--- src/hw/rpf_pkg.sv ---
// Purpose: Shared constants for the read prefetch range filter.
// Assumes: APB register map with 32-bit aligned words.
// Notes:   Offsets are byte addresses on the register bus.
package rpf_pkg;
  localparam int AW = 12;
  localparam int DW = 32;
  localparam int MW = 4;
  // Register byte offsets.
  localparam logic [AW-1:0] OFS_MODE   = 12'h0040;
  localparam logic [AW-1:0] OFS_W1_BLO = 12'h0050;
  localparam logic [AW-1:0] OFS_W1_BHI = 12'h0054;
  localparam logic [AW-1:0] OFS_W1_SZC = 12'h0058;
  localparam logic [AW-1:0] OFS_W2_BLO = 12'h005C;
  localparam logic [AW-1:0] OFS_W2_BHI = 12'h0060;
  localparam logic [AW-1:0] OFS_W2_SZ  = 12'h0064;
  localparam logic [AW-1:0] OFS_CFG    = 12'h0070;
  localparam logic [AW-1:0] OFS_STAT   = 12'h0074;
  localparam logic [AW-1:0] OFS_GCNT   = 12'h0078;
  localparam logic [AW-1:0] OFS_DCNT   = 12'h007C;
  // Field positions.
  localparam int MODE_LSB  = 4;
  localparam int W1_POL    = 0;
  localparam int CFG_FOLW  = 0;
  localparam int CFG_W2POL = 1;
  localparam int ST_PERMIT = 0;
  localparam int ST_HIT1   = 1;
  localparam int ST_HIT2   = 2;
  localparam int ST_GRANT  = 3;
  // Reset values.
  localparam logic [DW-1:0] RST_ZERO = 32'h0000_0000;
  localparam logic [MW-1:0] RST_MODE = 4'h0;
  localparam logic [1:0]    RST_CFG  = 2'h1;
endpackage

--- src/hw/rpf_win_if.sv ---
// Purpose: Carrier between the filter core and one window comparator.
// Assumes: One instance per address window.
// Notes:   Base is 64 bits, size 32 bits, address already widened.
`timescale 1ns/1ps
`default_nettype none
interface rpf_win_if;
  logic [63:0] base;
  logic [31:0] size;
  logic [63:0] addr;
  logic        hit;
  modport owner (output base, size, addr, input hit);
  modport matcher (input base, size, addr, output hit);
endinterface
`default_nettype wire

--- src/hw/rpf_read_qualifier.sv ---
// Purpose: Combines window hits and polarities into one registered verdict.
// Assumes: Hits belong to the address presented with rd_valid_in.
// Notes:   The verdict appears one clock after the read is offered.
`timescale 1ns/1ps
`default_nettype none
module rpf_read_qualifier
  import rpf_pkg::*;
(
  input  wire logic          clk_in,     // Clock.
  input  wire logic          rst_n_in,   // Asynchronous reset, low.
  input  wire logic          rd_valid_in,// Read offered.
  input  wire logic          hit1_in,    // Inside window 1.
  input  wire logic          hit2_in,    // Inside window 2.
  input  wire logic          inc1_in,    // Window 1 includes.
  input  wire logic          inc2_in,    // Window 2 includes.
  input  wire logic          act1_in,    // Window 1 not empty.
  input  wire logic          act2_in,    // Window 2 not empty.
  input  wire logic [MW-1:0] mode_in,    // Enhanced read mode field.
  output logic               valid_out,  // Verdict valid pulse.
  output logic               permit_out, // Windows allow the mode.
  output logic               grant_out   // Mode actually granted.
);
  logic excl_w;
  logic need_w;
  logic incl_w;
  logic permit_w;
  // An exclude hit forbids; include windows, if any, must be hit.
  assign excl_w   = (hit1_in && !inc1_in) || (hit2_in && !inc2_in);
  assign need_w   = (act1_in && inc1_in) || (act2_in && inc2_in);
  assign incl_w   = (hit1_in && inc1_in) || (hit2_in && inc2_in);
  assign permit_w = !excl_w && (!need_w || incl_w);
  // Register the verdict; the grant needs the window permit and a nonzero mode field.
  always_ff @(posedge clk_in or negedge rst_n_in) begin
    if (!rst_n_in) begin
      valid_out  <= 1'b0;
      permit_out <= 1'b0;
      grant_out  <= 1'b0;
    end else begin
      valid_out  <= rd_valid_in;
      permit_out <= rd_valid_in && permit_w;
      grant_out  <= rd_valid_in && permit_w && (mode_in != RST_MODE);
    end
  end
endmodule
`default_nettype wire

--- src/hw/rpf_top.sv ---
// Purpose: Read prefetch range filter with its APB register file.
// Assumes: Reads come from logic on the same clock; no synchroniser.
// Notes:   APB answers in the first access cycle with no wait state.
//
// Operation
// Window 1 is built from low base, upper base and size registers.
// Window 1 base bits 63..32 come from their own full register.
// Window 1 size is bits 31..1 of its range register, 2-byte steps.
// Range bit 0 low forbids the enhanced mode for reads inside window 1.
// Range bit 0 high allows the enhanced mode only inside window 1.
// The 4-bit mode field grants the mode; windows only restrict it.
// Window 2 has its own low base and size registers.
// Window 2 base bits 63..32 come from their own full register.
// Window 2 size is all 32 bits of its size register.
// Reset clears all bases, sizes and the window 1 polarity bit.
// Inside means base <= address < base+size; 32-bit addresses zero-extend.
// Window 2 follows window 1 polarity by default, configurable.
//
// The APB interface to the registers was chosen for this implementation.
`timescale 1ns/1ps
`default_nettype none
module rpf_top
  import rpf_pkg::*;
(
  input  wire logic          REF_CLK_IN,      // Clock, 40 MHz.
  input  wire logic          RESET_N_IN,      // Asynchronous reset, low.
  input  wire logic          PSEL_IN,         // APB select.
  input  wire logic          PENABLE_IN,      // APB enable.
  input  wire logic          PWRITE_IN,       // APB write.
  input  wire logic [AW-1:0] PADDR_IN,        // APB byte address.
  input  wire logic [DW-1:0] PWDATA_IN,       // APB write data.
  input  wire logic [3:0]    PSTRB_IN,        // APB byte strobes.
  output logic      [DW-1:0] PRDATA_OUT,      // APB read data.
  output logic               PREADY_OUT,      // APB ready.
  output logic               PSLVERR_OUT,     // APB error.
  input  wire logic          RD_VALID_IN,     // Memory read offered.
  input  wire logic [63:0]   RD_ADDR_IN,      // Read address.
  input  wire logic          RD_DAC_IN,       // Address is 64-bit.
  output logic               QUAL_VALID_OUT,  // Verdict pulse.
  output logic               QUAL_PERMIT_OUT, // Windows permit.
  output logic               QUAL_GRANT_OUT,  // Enhanced read granted.
  output logic      [MW-1:0] QUAL_MODE_OUT    // Mode field copy.
);

  // ------------------------------------------------------------
  // Helper functions
  // ------------------------------------------------------------

  // Merges write data into a register under byte strobes.
  function automatic logic [DW-1:0] merge_bytes(
    input logic [DW-1:0] old_val,
    input logic [DW-1:0] new_val,
    input logic [3:0]    strb
  );
    logic [DW-1:0] res;
    res = old_val;
    for (int i = 0; i < 4; i++) begin
      if (strb[i]) begin
        res[i*8 +: 8] = new_val[i*8 +: 8];
      end
    end
    return res;
  endfunction

  // Counts up and holds at the top.
  function automatic logic [DW-1:0] sat_inc(input logic [DW-1:0] val);
    logic [DW-1:0] res;
    res = val;
    if (val != 32'hFFFF_FFFF) begin
      res = val + 32'h0000_0001;
    end
    return res;
  endfunction

  // ------------------------------------------------------------
  // Register storage
  // ------------------------------------------------------------

  logic [DW-1:0] w1_base_lo_ff;
  logic [DW-1:0] w1_base_hi_ff;
  logic [DW-1:0] w1_size_ctrl_ff;
  logic [DW-1:0] w2_base_lo_ff;
  logic [DW-1:0] w2_base_hi_ff;
  logic [DW-1:0] w2_size_ff;
  logic [MW-1:0] mode_ff;
  logic [1:0]    cfg_ff;
  logic [3:0]    stat_ff;
  logic [DW-1:0] gcnt_ff;
  logic [DW-1:0] dcnt_ff;
  logic [DW-1:0] prdata_ff;
  logic          pslverr_ff;

  logic [DW-1:0] nxt_prdata;
  logic          nxt_pslverr;
  logic [DW-1:0] nxt_gcnt;
  logic [DW-1:0] nxt_dcnt;

  // ------------------------------------------------------------
  // APB decode
  // ------------------------------------------------------------

  logic setup_w;
  logic wr_w;
  logic sel_mode_w;
  logic sel_w1lo_w;
  logic sel_w1hi_w;
  logic sel_w1sz_w;
  logic sel_w2lo_w;
  logic sel_w2hi_w;
  logic sel_w2sz_w;
  logic sel_cfg_w;
  logic sel_stat_w;
  logic sel_gcnt_w;
  logic sel_dcnt_w;
  logic hit_any_w;

  // Setup cycle prepares the answer; writes land in the access cycle.
  assign setup_w    = PSEL_IN && !PENABLE_IN;
  assign wr_w       = PSEL_IN && PENABLE_IN && PWRITE_IN && !pslverr_ff;
  assign sel_mode_w = (PADDR_IN == OFS_MODE);
  assign sel_w1lo_w = (PADDR_IN == OFS_W1_BLO);
  assign sel_w1hi_w = (PADDR_IN == OFS_W1_BHI);
  assign sel_w1sz_w = (PADDR_IN == OFS_W1_SZC);
  assign sel_w2lo_w = (PADDR_IN == OFS_W2_BLO);
  assign sel_w2hi_w = (PADDR_IN == OFS_W2_BHI);
  assign sel_w2sz_w = (PADDR_IN == OFS_W2_SZ);
  assign sel_cfg_w  = (PADDR_IN == OFS_CFG);
  assign sel_stat_w = (PADDR_IN == OFS_STAT);
  assign sel_gcnt_w = (PADDR_IN == OFS_GCNT);
  assign sel_dcnt_w = (PADDR_IN == OFS_DCNT);
  assign hit_any_w  = sel_mode_w || sel_w1lo_w || sel_w1hi_w || sel_w1sz_w
                   || sel_w2lo_w || sel_w2hi_w || sel_w2sz_w || sel_cfg_w
                   || sel_stat_w || sel_gcnt_w || sel_dcnt_w;

  // Read multiplexer; unmapped addresses read zero and flag an error.
  always_comb begin
    nxt_prdata = RST_ZERO;
    if (sel_mode_w) begin
      nxt_prdata[MODE_LSB +: MW] = mode_ff;
    end else if (sel_w1lo_w) begin
      nxt_prdata = w1_base_lo_ff;
    end else if (sel_w1hi_w) begin
      nxt_prdata = w1_base_hi_ff;
    end else if (sel_w1sz_w) begin
      nxt_prdata = w1_size_ctrl_ff;
    end else if (sel_w2lo_w) begin
      nxt_prdata = w2_base_lo_ff;
    end else if (sel_w2hi_w) begin
      nxt_prdata = w2_base_hi_ff;
    end else if (sel_w2sz_w) begin
      nxt_prdata = w2_size_ff;
    end else if (sel_cfg_w) begin
      nxt_prdata[1:0] = cfg_ff;
    end else if (sel_stat_w) begin
      nxt_prdata[3:0] = stat_ff;
    end else if (sel_gcnt_w) begin
      nxt_prdata = gcnt_ff;
    end else if (sel_dcnt_w) begin
      nxt_prdata = dcnt_ff;
    end
  end

  assign nxt_pslverr = !hit_any_w;

  // Answer registers, loaded during the setup cycle.
  always_ff @(posedge REF_CLK_IN or negedge RESET_N_IN) begin
    if (!RESET_N_IN) begin
      prdata_ff  <= RST_ZERO;
      pslverr_ff <= 1'b0;
    end else if (setup_w) begin
      prdata_ff  <= PWRITE_IN ? RST_ZERO : nxt_prdata;
      pslverr_ff <= nxt_pslverr;
    end
  end

  assign PRDATA_OUT  = prdata_ff;
  assign PREADY_OUT  = 1'b1;
  assign PSLVERR_OUT = PSEL_IN && PENABLE_IN && pslverr_ff;

  // ------------------------------------------------------------
  // Window registers
  // ------------------------------------------------------------

  // reset clears
  // Window bases and sizes start at zero, so no window matches.
  always_ff @(posedge REF_CLK_IN or negedge RESET_N_IN) begin
    if (!RESET_N_IN) begin
      w1_base_lo_ff   <= RST_ZERO;
      w1_base_hi_ff   <= RST_ZERO;
      w1_size_ctrl_ff <= RST_ZERO;
      w2_base_lo_ff   <= RST_ZERO;
      w2_base_hi_ff   <= RST_ZERO;
      w2_size_ff      <= RST_ZERO;
    end else if (wr_w) begin
      if (sel_w1lo_w) begin
        w1_base_lo_ff <= merge_bytes(w1_base_lo_ff, PWDATA_IN, PSTRB_IN);
      end
      if (sel_w1hi_w) begin
        w1_base_hi_ff <= merge_bytes(w1_base_hi_ff, PWDATA_IN, PSTRB_IN);
      end
      if (sel_w1sz_w) begin
        w1_size_ctrl_ff <= merge_bytes(w1_size_ctrl_ff, PWDATA_IN, PSTRB_IN);
      end
      if (sel_w2lo_w) begin
        w2_base_lo_ff <= merge_bytes(w2_base_lo_ff, PWDATA_IN, PSTRB_IN);
      end
      if (sel_w2hi_w) begin
        w2_base_hi_ff <= merge_bytes(w2_base_hi_ff, PWDATA_IN, PSTRB_IN);
      end
      if (sel_w2sz_w) begin
        w2_size_ff <= merge_bytes(w2_size_ff, PWDATA_IN, PSTRB_IN);
      end
    end
  end

  // Mode field and window 2 polarity control, low byte only.
  always_ff @(posedge REF_CLK_IN or negedge RESET_N_IN) begin
    if (!RESET_N_IN) begin
      mode_ff <= RST_MODE;
      cfg_ff  <= RST_CFG;
    end else if (wr_w && PSTRB_IN[0]) begin
      if (sel_mode_w) begin
        mode_ff <= PWDATA_IN[MODE_LSB +: MW];
      end
      if (sel_cfg_w) begin
        cfg_ff <= PWDATA_IN[1:0];
      end
    end
  end

  // ------------------------------------------------------------
  // Window formation and matching
  // ------------------------------------------------------------

  rpf_win_if win1_if ();
  rpf_win_if win2_if ();

  logic [63:0] rd_addr_w;
  logic        inc1_w;
  logic        inc2_w;

  // zero extension
  // A single-address read carries only 32 bits; the top half is zero.
  assign rd_addr_w = RD_DAC_IN ? RD_ADDR_IN : {32'h0000_0000, RD_ADDR_IN[31:0]};

  // window 1 base
  // upper base bits
  assign win1_if.base = {w1_base_hi_ff, w1_base_lo_ff};
  // size bits 31..1
  assign win1_if.size = {w1_size_ctrl_ff[31:1], 1'b0};
  assign win1_if.addr = rd_addr_w;

  // window 2 base
  // upper base bits
  assign win2_if.base = {w2_base_hi_ff, w2_base_lo_ff};
  // full size register
  assign win2_if.size = w2_size_ff;
  assign win2_if.addr = rd_addr_w;

  // polarity bit
  assign inc1_w = w1_size_ctrl_ff[W1_POL];
  // window 2 polarity
  assign inc2_w = cfg_ff[CFG_FOLW] ? inc1_w : cfg_ff[CFG_W2POL];

  // range compare
  rpf_window_match u_match1 (
    .win (win1_if.matcher)
  );

  rpf_window_match u_match2 (
    .win (win2_if.matcher)
  );

  // ------------------------------------------------------------
  // Verdict
  // ------------------------------------------------------------

  logic qual_valid_w;
  logic qual_permit_w;
  logic qual_grant_w;

  // combined verdict
  rpf_read_qualifier u_qual (
    .clk_in      (REF_CLK_IN),
    .rst_n_in    (RESET_N_IN),
    .rd_valid_in (RD_VALID_IN),
    .hit1_in     (win1_if.hit),
    .hit2_in     (win2_if.hit),
    .inc1_in     (inc1_w),
    .inc2_in     (inc2_w),
    .act1_in     (win1_if.size != RST_ZERO),
    .act2_in     (win2_if.size != RST_ZERO),
    .mode_in     (mode_ff),
    .valid_out   (qual_valid_w),
    .permit_out  (qual_permit_w),
    .grant_out   (qual_grant_w)
  );

  assign QUAL_VALID_OUT  = qual_valid_w;
  assign QUAL_PERMIT_OUT = qual_permit_w;
  assign QUAL_GRANT_OUT  = qual_grant_w;
  assign QUAL_MODE_OUT   = mode_ff;

  // ------------------------------------------------------------
  // Status and counters
  // ------------------------------------------------------------

  // Remembers the outcome of the latest offered read.
  // A verdict landing with a new offer wins over the clear, so back-to-back reads keep it.
  always_ff @(posedge REF_CLK_IN or negedge RESET_N_IN) begin
    if (!RESET_N_IN) begin
      stat_ff <= 4'h0;
    end else begin
      if (RD_VALID_IN) begin
        stat_ff[ST_HIT1] <= win1_if.hit;
        stat_ff[ST_HIT2] <= win2_if.hit;
      end
      if (qual_valid_w) begin
        stat_ff[ST_PERMIT] <= qual_permit_w;
        stat_ff[ST_GRANT]  <= qual_grant_w;
      end else if (RD_VALID_IN) begin
        stat_ff[ST_PERMIT] <= 1'b0;
        stat_ff[ST_GRANT]  <= 1'b0;
      end
    end
  end

  // A write clears a counter; a count in the same cycle is added after the clear.
  always_comb begin
    nxt_gcnt = gcnt_ff;
    nxt_dcnt = dcnt_ff;
    if (wr_w && sel_gcnt_w) begin
      nxt_gcnt = RST_ZERO;
    end
    if (wr_w && sel_dcnt_w) begin
      nxt_dcnt = RST_ZERO;
    end
    if (qual_valid_w && qual_grant_w) begin
      nxt_gcnt = sat_inc(nxt_gcnt);
    end
    if (qual_valid_w && !qual_grant_w) begin
      nxt_dcnt = sat_inc(nxt_dcnt);
    end
  end

  // Granted and refused read counters.
  always_ff @(posedge REF_CLK_IN or negedge RESET_N_IN) begin
    if (!RESET_N_IN) begin
      gcnt_ff <= RST_ZERO;
      dcnt_ff <= RST_ZERO;
    end else begin
      gcnt_ff <= nxt_gcnt;
      dcnt_ff <= nxt_dcnt;
    end
  end

endmodule
`default_nettype wire

--- src/hw/rpf_window_match.sv ---
// Purpose: Decides whether an address lies inside one window.
// Assumes: Base and size are stable register values.
// Notes:   Comparison uses 65 bits so base plus size cannot wrap.
`timescale 1ns/1ps
`default_nettype none
module rpf_window_match (
  rpf_win_if.matcher win  // Window and address under test.
);
  logic [64:0] lim_w;
  logic        nonzero_w;
  logic        above_w;
  logic        below_w;
  // The upper limit of the window, exclusive.
  assign lim_w     = {1'b0, win.base} + {33'h0_0000_0000, win.size};
  assign nonzero_w = (win.size != 32'h0000_0000);
  assign above_w   = (win.addr >= win.base);
  assign below_w   = ({1'b0, win.addr} < lim_w);
  // An empty window never matches.
  assign win.hit   = nonzero_w && above_w && below_w;
endmodule
`default_nettype wire
--- config.mk ---
export PLATFORM = sky130hd
export DESIGN_NAME = rpf_top
export DESIGN_NICKNAME = d
export VERILOG_FILES = /design/src/hw/rpf_pkg.sv /design/src/hw/rpf_win_if.sv /design/src/hw/rpf_read_qualifier.sv /design/src/hw/rpf_top.sv /design/src/hw/rpf_window_match.sv
export SDC_FILE = /design/constraint.sdc
export NUM_CORES = 1
export LEC_CHECK = 0
export ABC_AREA = 1
export BUFFER_PORTS_ARGS = -buffer_cell sky130_fd_sc_hd__buf_2
export CAP_MARGIN = 20
export CORE_MARGIN = 2
export CORE_UTILIZATION = 55
export CTS_CLUSTER_DIAMETER = 80
export DETAILED_ROUTE_END_ITERATION = 8
export HOLD_SLACK_MARGIN = 0.05
export MAX_ROUTING_LAYER = met4
export PLACE_DENSITY = 0.84
export SLEW_MARGIN = 30
export SYNTH_ARGS = -nofsm -noshare
export SYNTH_HDL_FRONTEND = slang
export SYNTH_SLANG_ARGS = --single-unit
export TNS_END_PERCENT = 10
--- constraint.sdc ---
create_clock -name REF_CLK_IN -period 4.19 [get_ports REF_CLK_IN]
set_input_delay 0.2095 -clock REF_CLK_IN [delete_from_list [all_inputs] [get_ports REF_CLK_IN]]
set_output_delay 0.2095 -clock REF_CLK_IN [all_outputs]
set_load 0.1 [all_outputs]
==> flow_metrics.py <==
metrics = {
    "detailed_routing": {
        "drt-initial-drc-count": 3821,
        "number_of_nets_still_failing_antenna_checks_after_routing": 0,
        "vias": 29888,
        "via_per_inst": 6.056,
        "drt-wirelength-per-cell_um": 22.17,
        "drc": 0,
        "drt_first_pass_iters": 8,
        "drt_wl_total_um": 109400,
    },
    "finish": {
        "final_core_util_pct": 68.09,
        "layout-drive-gt1-share_pct": 16.79,
        "flow.area_growth_from_synthesis_pct": 22.01,
        "mostFrequentLayoutCells": "sky130_fd_sc_hd__nand2_1, sky130_fd_sc_hd__inv_1, sky130_fd_sc_hd__buf_4",
        "number_of_filler_cells_placed_in_the_layout": 4190,
        "final_nets": 4734,
        "most_common_cell_after_layout_fill_and_taps_aside": "sky130_fd_sc_hd__nand2_1",
    },
    "clock_tree": {
        "cts_inserted_buffers": 40,
        "cts.reportedPaths.clkPinSlew_ns": 0.06,
        "clock_tree.buffer_depth": 3,
        "clock_tree_from_tritoncts": "built",
        "cts_root_buffer": "sky130_fd_sc_hd__clkbuf_16",
        "tritoncts_num_sinks": 302,
        "htreeDepth": 2,
        "clock_insertion_delay_worst_skew_ns": 0.58,
    },
    "worst_setup_path": {
        "timing.rr.start": "w1_size_ctrl_ff[1]$_DFFE_PN0P_",
        "cp_data_required_time_ns": 4.62,
        "reg2reg_to": "u_qual.grant_out$_DFF_PN0_",
        "crit_fanout": 4,
        "critical_path.max_stage_delay_ns": 0.37,
        "critPathLaunchType": "flop",
        "setup.worst_path.end_class": "flop",
        "criticalPathCategory": "flop to flop",
        "ff2ff_path_depth": 30,
        "ff2ff_setup_slack_ns": -0.10,
        "worst_ep_arrival_time_ns": 4.72,
        "timing.critical_path.slowest_stage_cell": "sky130_fd_sc_hd__dfrtp_1",
        "worst_path_most_repeated_cell": "sky130_fd_sc_hd__buf_4",
    },
    "floorplan": {
        "die_footprint_um2": 50220,
        "ioPinCount": 160,
        "initial_core_util_pct": 55.80,
        "fp.coreArea_um2": 47750,
        "die_h_um": 224.1,
        "placement_rows": 80,
        "die_x_um": 224.1,
    },
    "global_routing": {
        "grt_pass1_wl_um": 162800,
        "pin_count_of_the_biggest_net_entering_global_routing": 99,
        "initial_antenna_violation_count": 1,
        "first_global_vias": 28233,
        "gr-total-overflow": 0,
        "globalRouteTotalUtil_pct": 44.25,
    },
    "min_path": {
        "timing.hold.worst_endpoint": "pslverr_ff$_DFFE_PN0P_",
        "holdCritPathClass": "input port to flop",
        "hold-path-cell-count": 5,
        "hp-start": "PSEL_IN",
    },
    "placed_design": {
        "finalWeightedCongestion": 1.103,
        "hpwl_um": 86590,
        "post_placement_setup_slack_ns": -0.4613,
        "port_buffers": 158,
    },
    "timing": {
        "setup_viol": 3,
        "final_period_minus_worst_setup_slack_ns": 4.290,
        "max_clock_freq_ghz": 0.2331,
        "rsz_0062_raised_after_global_routing": "true",
        "worst_setup_slack_final_ns": -0.1004,
        "report.final.slew_viol_count": 0,
        "worst_slew_pin_slew_ns": 0.8669,
        "skew_ns": 0.02507,
        "final.hold.worst_slack_ns": 0.07625,
        "timing_hold_violations_final": 0,
        "layout_worst_path_cycle_share_pct": 102.4,
        "worst_slew_margin_rel_pct": 41.67,
        "sum_of_negative_setup_slack_ns": -0.1857,
    },
    "synthesis": {
        "synth_cells": 3781,
        "syn_nets": 4221,
        "synth.ff_latch_count": 302,
        "ys_seq_area_share_pct": 28.37,
        "dominantRegCellSynth": "sky130_fd_sc_hd__dfrtp_1",
        "postSynth.asyncResetShare_pct": 100.0,
        "synth-edff-count": 0,
        "synth.distinct_cells": 54,
        "yosys_warnings": 0,
        "netlist_area_um2": 26640,
        "synthesis.area_per_instance_um2": 7.047,
    },
    "pwr": {
        "ir_worst_vdd_mv": 0.3035,
        "power-per-cell-area_nw_per_um2": 226.9,
        "p_leak_uw": 0.01590,
    },
    "run": {
        "drv_cap": 0,
    },
    "status": {
        "run_status": "finished with violations",
        "violations": "setup timing",
    },
}
-- worst max-delay path by stage --
stage	end	from	slack (ns)	depth (start not counted)
after global routing	u_qual.grant_out$_DFF_PN0_	w1_size_ctrl_ff[1]$_DFFE_PN0P_	-0.33	36
final	u_qual.grant_out$_DFF_PN0_	w1_size_ctrl_ff[1]$_DFFE_PN0P_	-0.10	30
after floorplan	u_qual.grant_out$_DFF_PN0_	w1_size_ctrl_ff[1]$_DFFE_PN0P_	0.29	34
after detailed placement	u_qual.grant_out$_DFF_PN0_	w1_size_ctrl_ff[1]$_DFFE_PN0P_	-0.46	34
after global placement	u_qual.grant_out$_DFF_PN0_	w1_size_ctrl_ff[4]$_DFFE_PN0P_	-0.35	33
after CTS	u_qual.grant_out$_DFF_PN0_	w2_size_ff[0]$_DFFE_PN0P_	0.004	30
-- cell type report --
cell class                      instances  area [um^2]  share of cell area [%]
Clock buffer                           53         1131                   3.479
Inverter                              487         1831                   5.631
Antenna cell                            1        2.502                0.007698
Multi-Input combinational cell       2905        17210                   52.94
Clock inverter                         14        146.4                  0.4503
Timing Repair Buffer                  558         3859                   11.87
Sequential cell                       302         7559                   23.25
Tap cell                              615        769.5                   2.367
-- cells in the mapped netlist, types with 7 or more instances --
cell,count,area [um^2]
sky130_fd_sc_hd__o21ai_0,399,1997
sky130_fd_sc_hd__nand4_1,73,456.7
sky130_fd_sc_hd__o211ai_1,34,255.2
sky130_fd_sc_hd__o21a_1,12,90.09
sky130_fd_sc_hd__ha_1,319,3991
sky130_fd_sc_hd__dfrtp_1,301,7532
sky130_fd_sc_hd__inv_2,12,45.04
sky130_fd_sc_hd__xor2_1,120,1051
sky130_fd_sc_hd__clkbuf_1,74,277.8
sky130_fd_sc_hd__nor2_1,273,1025
sky130_fd_sc_hd__nor4_1,44,275.3
sky130_fd_sc_hd__nor2_2,10,62.56
sky130_fd_sc_hd__o21bai_1,8,60.06
sky130_fd_sc_hd__a21o_1,23,172.7
sky130_fd_sc_hd__nand3_1,110,550.5
sky130_fd_sc_hd__o2111ai_1,54,473.0
sky130_fd_sc_hd__o22ai_1,7,43.79
sky130_fd_sc_hd__inv_1,470,1764
sky130_fd_sc_hd__nand2_1,940,3528
sky130_fd_sc_hd__a31oi_1,15,93.84
sky130_fd_sc_hd__nor3_1,88,440.4
sky130_fd_sc_hd__xnor2_1,51,446.7
sky130_fd_sc_hd__a21oi_1,255,1276
sky130_fd_sc_hd__a22o_1,15,131.4
-- registers in the layout (all words and copies together) (netlist names) --
| name | flops |
|---|---|
| w1_base_lo_ff | 32 |
| u_qual.valid_out | 1 |
| w2_size_ff | 32 |
| u_qual.permit_out | 1 |
| QUAL_MODE_OUT | 4 |
| cfg_ff | 2 |
| w1_size_ctrl_ff | 32 |
| PRDATA_OUT | 32 |
| w2_base_hi_ff | 32 |
| stat_ff | 4 |
| w2_base_lo_ff | 32 |
| w1_base_hi_ff | 32 |
| pslverr_ff | 1 |
| gcnt_ff | 32 |
| dcnt_ff | 32 |
| u_qual.grant_out | 1 |
-- timing repair --
item                                    4_1_cts  5_1_grt
buffers inserted                             11        4
cloned                                        0        0
hold endpoints to repair                    103        0
gates resized for setup                      45       52
hold buffers                                  7        0
endpoints found under the setup margin        4        4
pin swaps                                    10       33
-- worst max-delay path, delay by kind of cell, from the launching register on --
| family | cells | cell delay (ns) |
|---|---|---|
| compound gates | 3 | 0.54 |
| buf+inv | 8 | 0.88 |
| xor+xnor | 1 | 0.18 |
| simple gates | 15 | 1.37 |
| fa+ha+maj | 3 | 0.79 |
| flops | 1 | 0.37 |
-- cell families after synthesis --
group | Yosys count | synth area share (%)
AOI/OAI and AO/OA | 845 | 17.87
xor gates and xnor gates | 171 | 5.621
adders and majority gates | 321 | 15.13
buffers and inverters | 574 | 8.255
DFF | 302 | 28.37
other | 1 | 0.01407
and+or+nand+nor | 1567 | 24.74
-- through the flow --
stage                     cells  power (uW)  cell area (um^2)
after floorplan            3781        3535             26640
after global placement     4845        3886             30710
after detailed placement   4845        3911             30710
after CTS                  4930        7336             32270
after global routing       4935        7583             32510
final                      4935        7376             32510
-- layer usage --
| metal | routed length [um] | track usage (%) | vias up |
|---|---|---|---|
| met5 | 0 | - | - |
| met4 | 9545 | 30.58 | 0 |
| met3 | 12770 | 10.43 | 523 |
| met2 | 46310 | 65.19 | 1891 |
| met1 | 40760 | 53.69 | 13718 |
| li1 | - | - | 13756 |
-- report_power, final --
part           leakage, uW  internal [uW]  total (uW)  switching, uW
Sequential         0.00417           2960        2990           31.4
Combinational       0.0111            297         919            622
Clock             0.000627           2020        3470           1450
No activity file was read; power rests on OpenSTA's default activity.
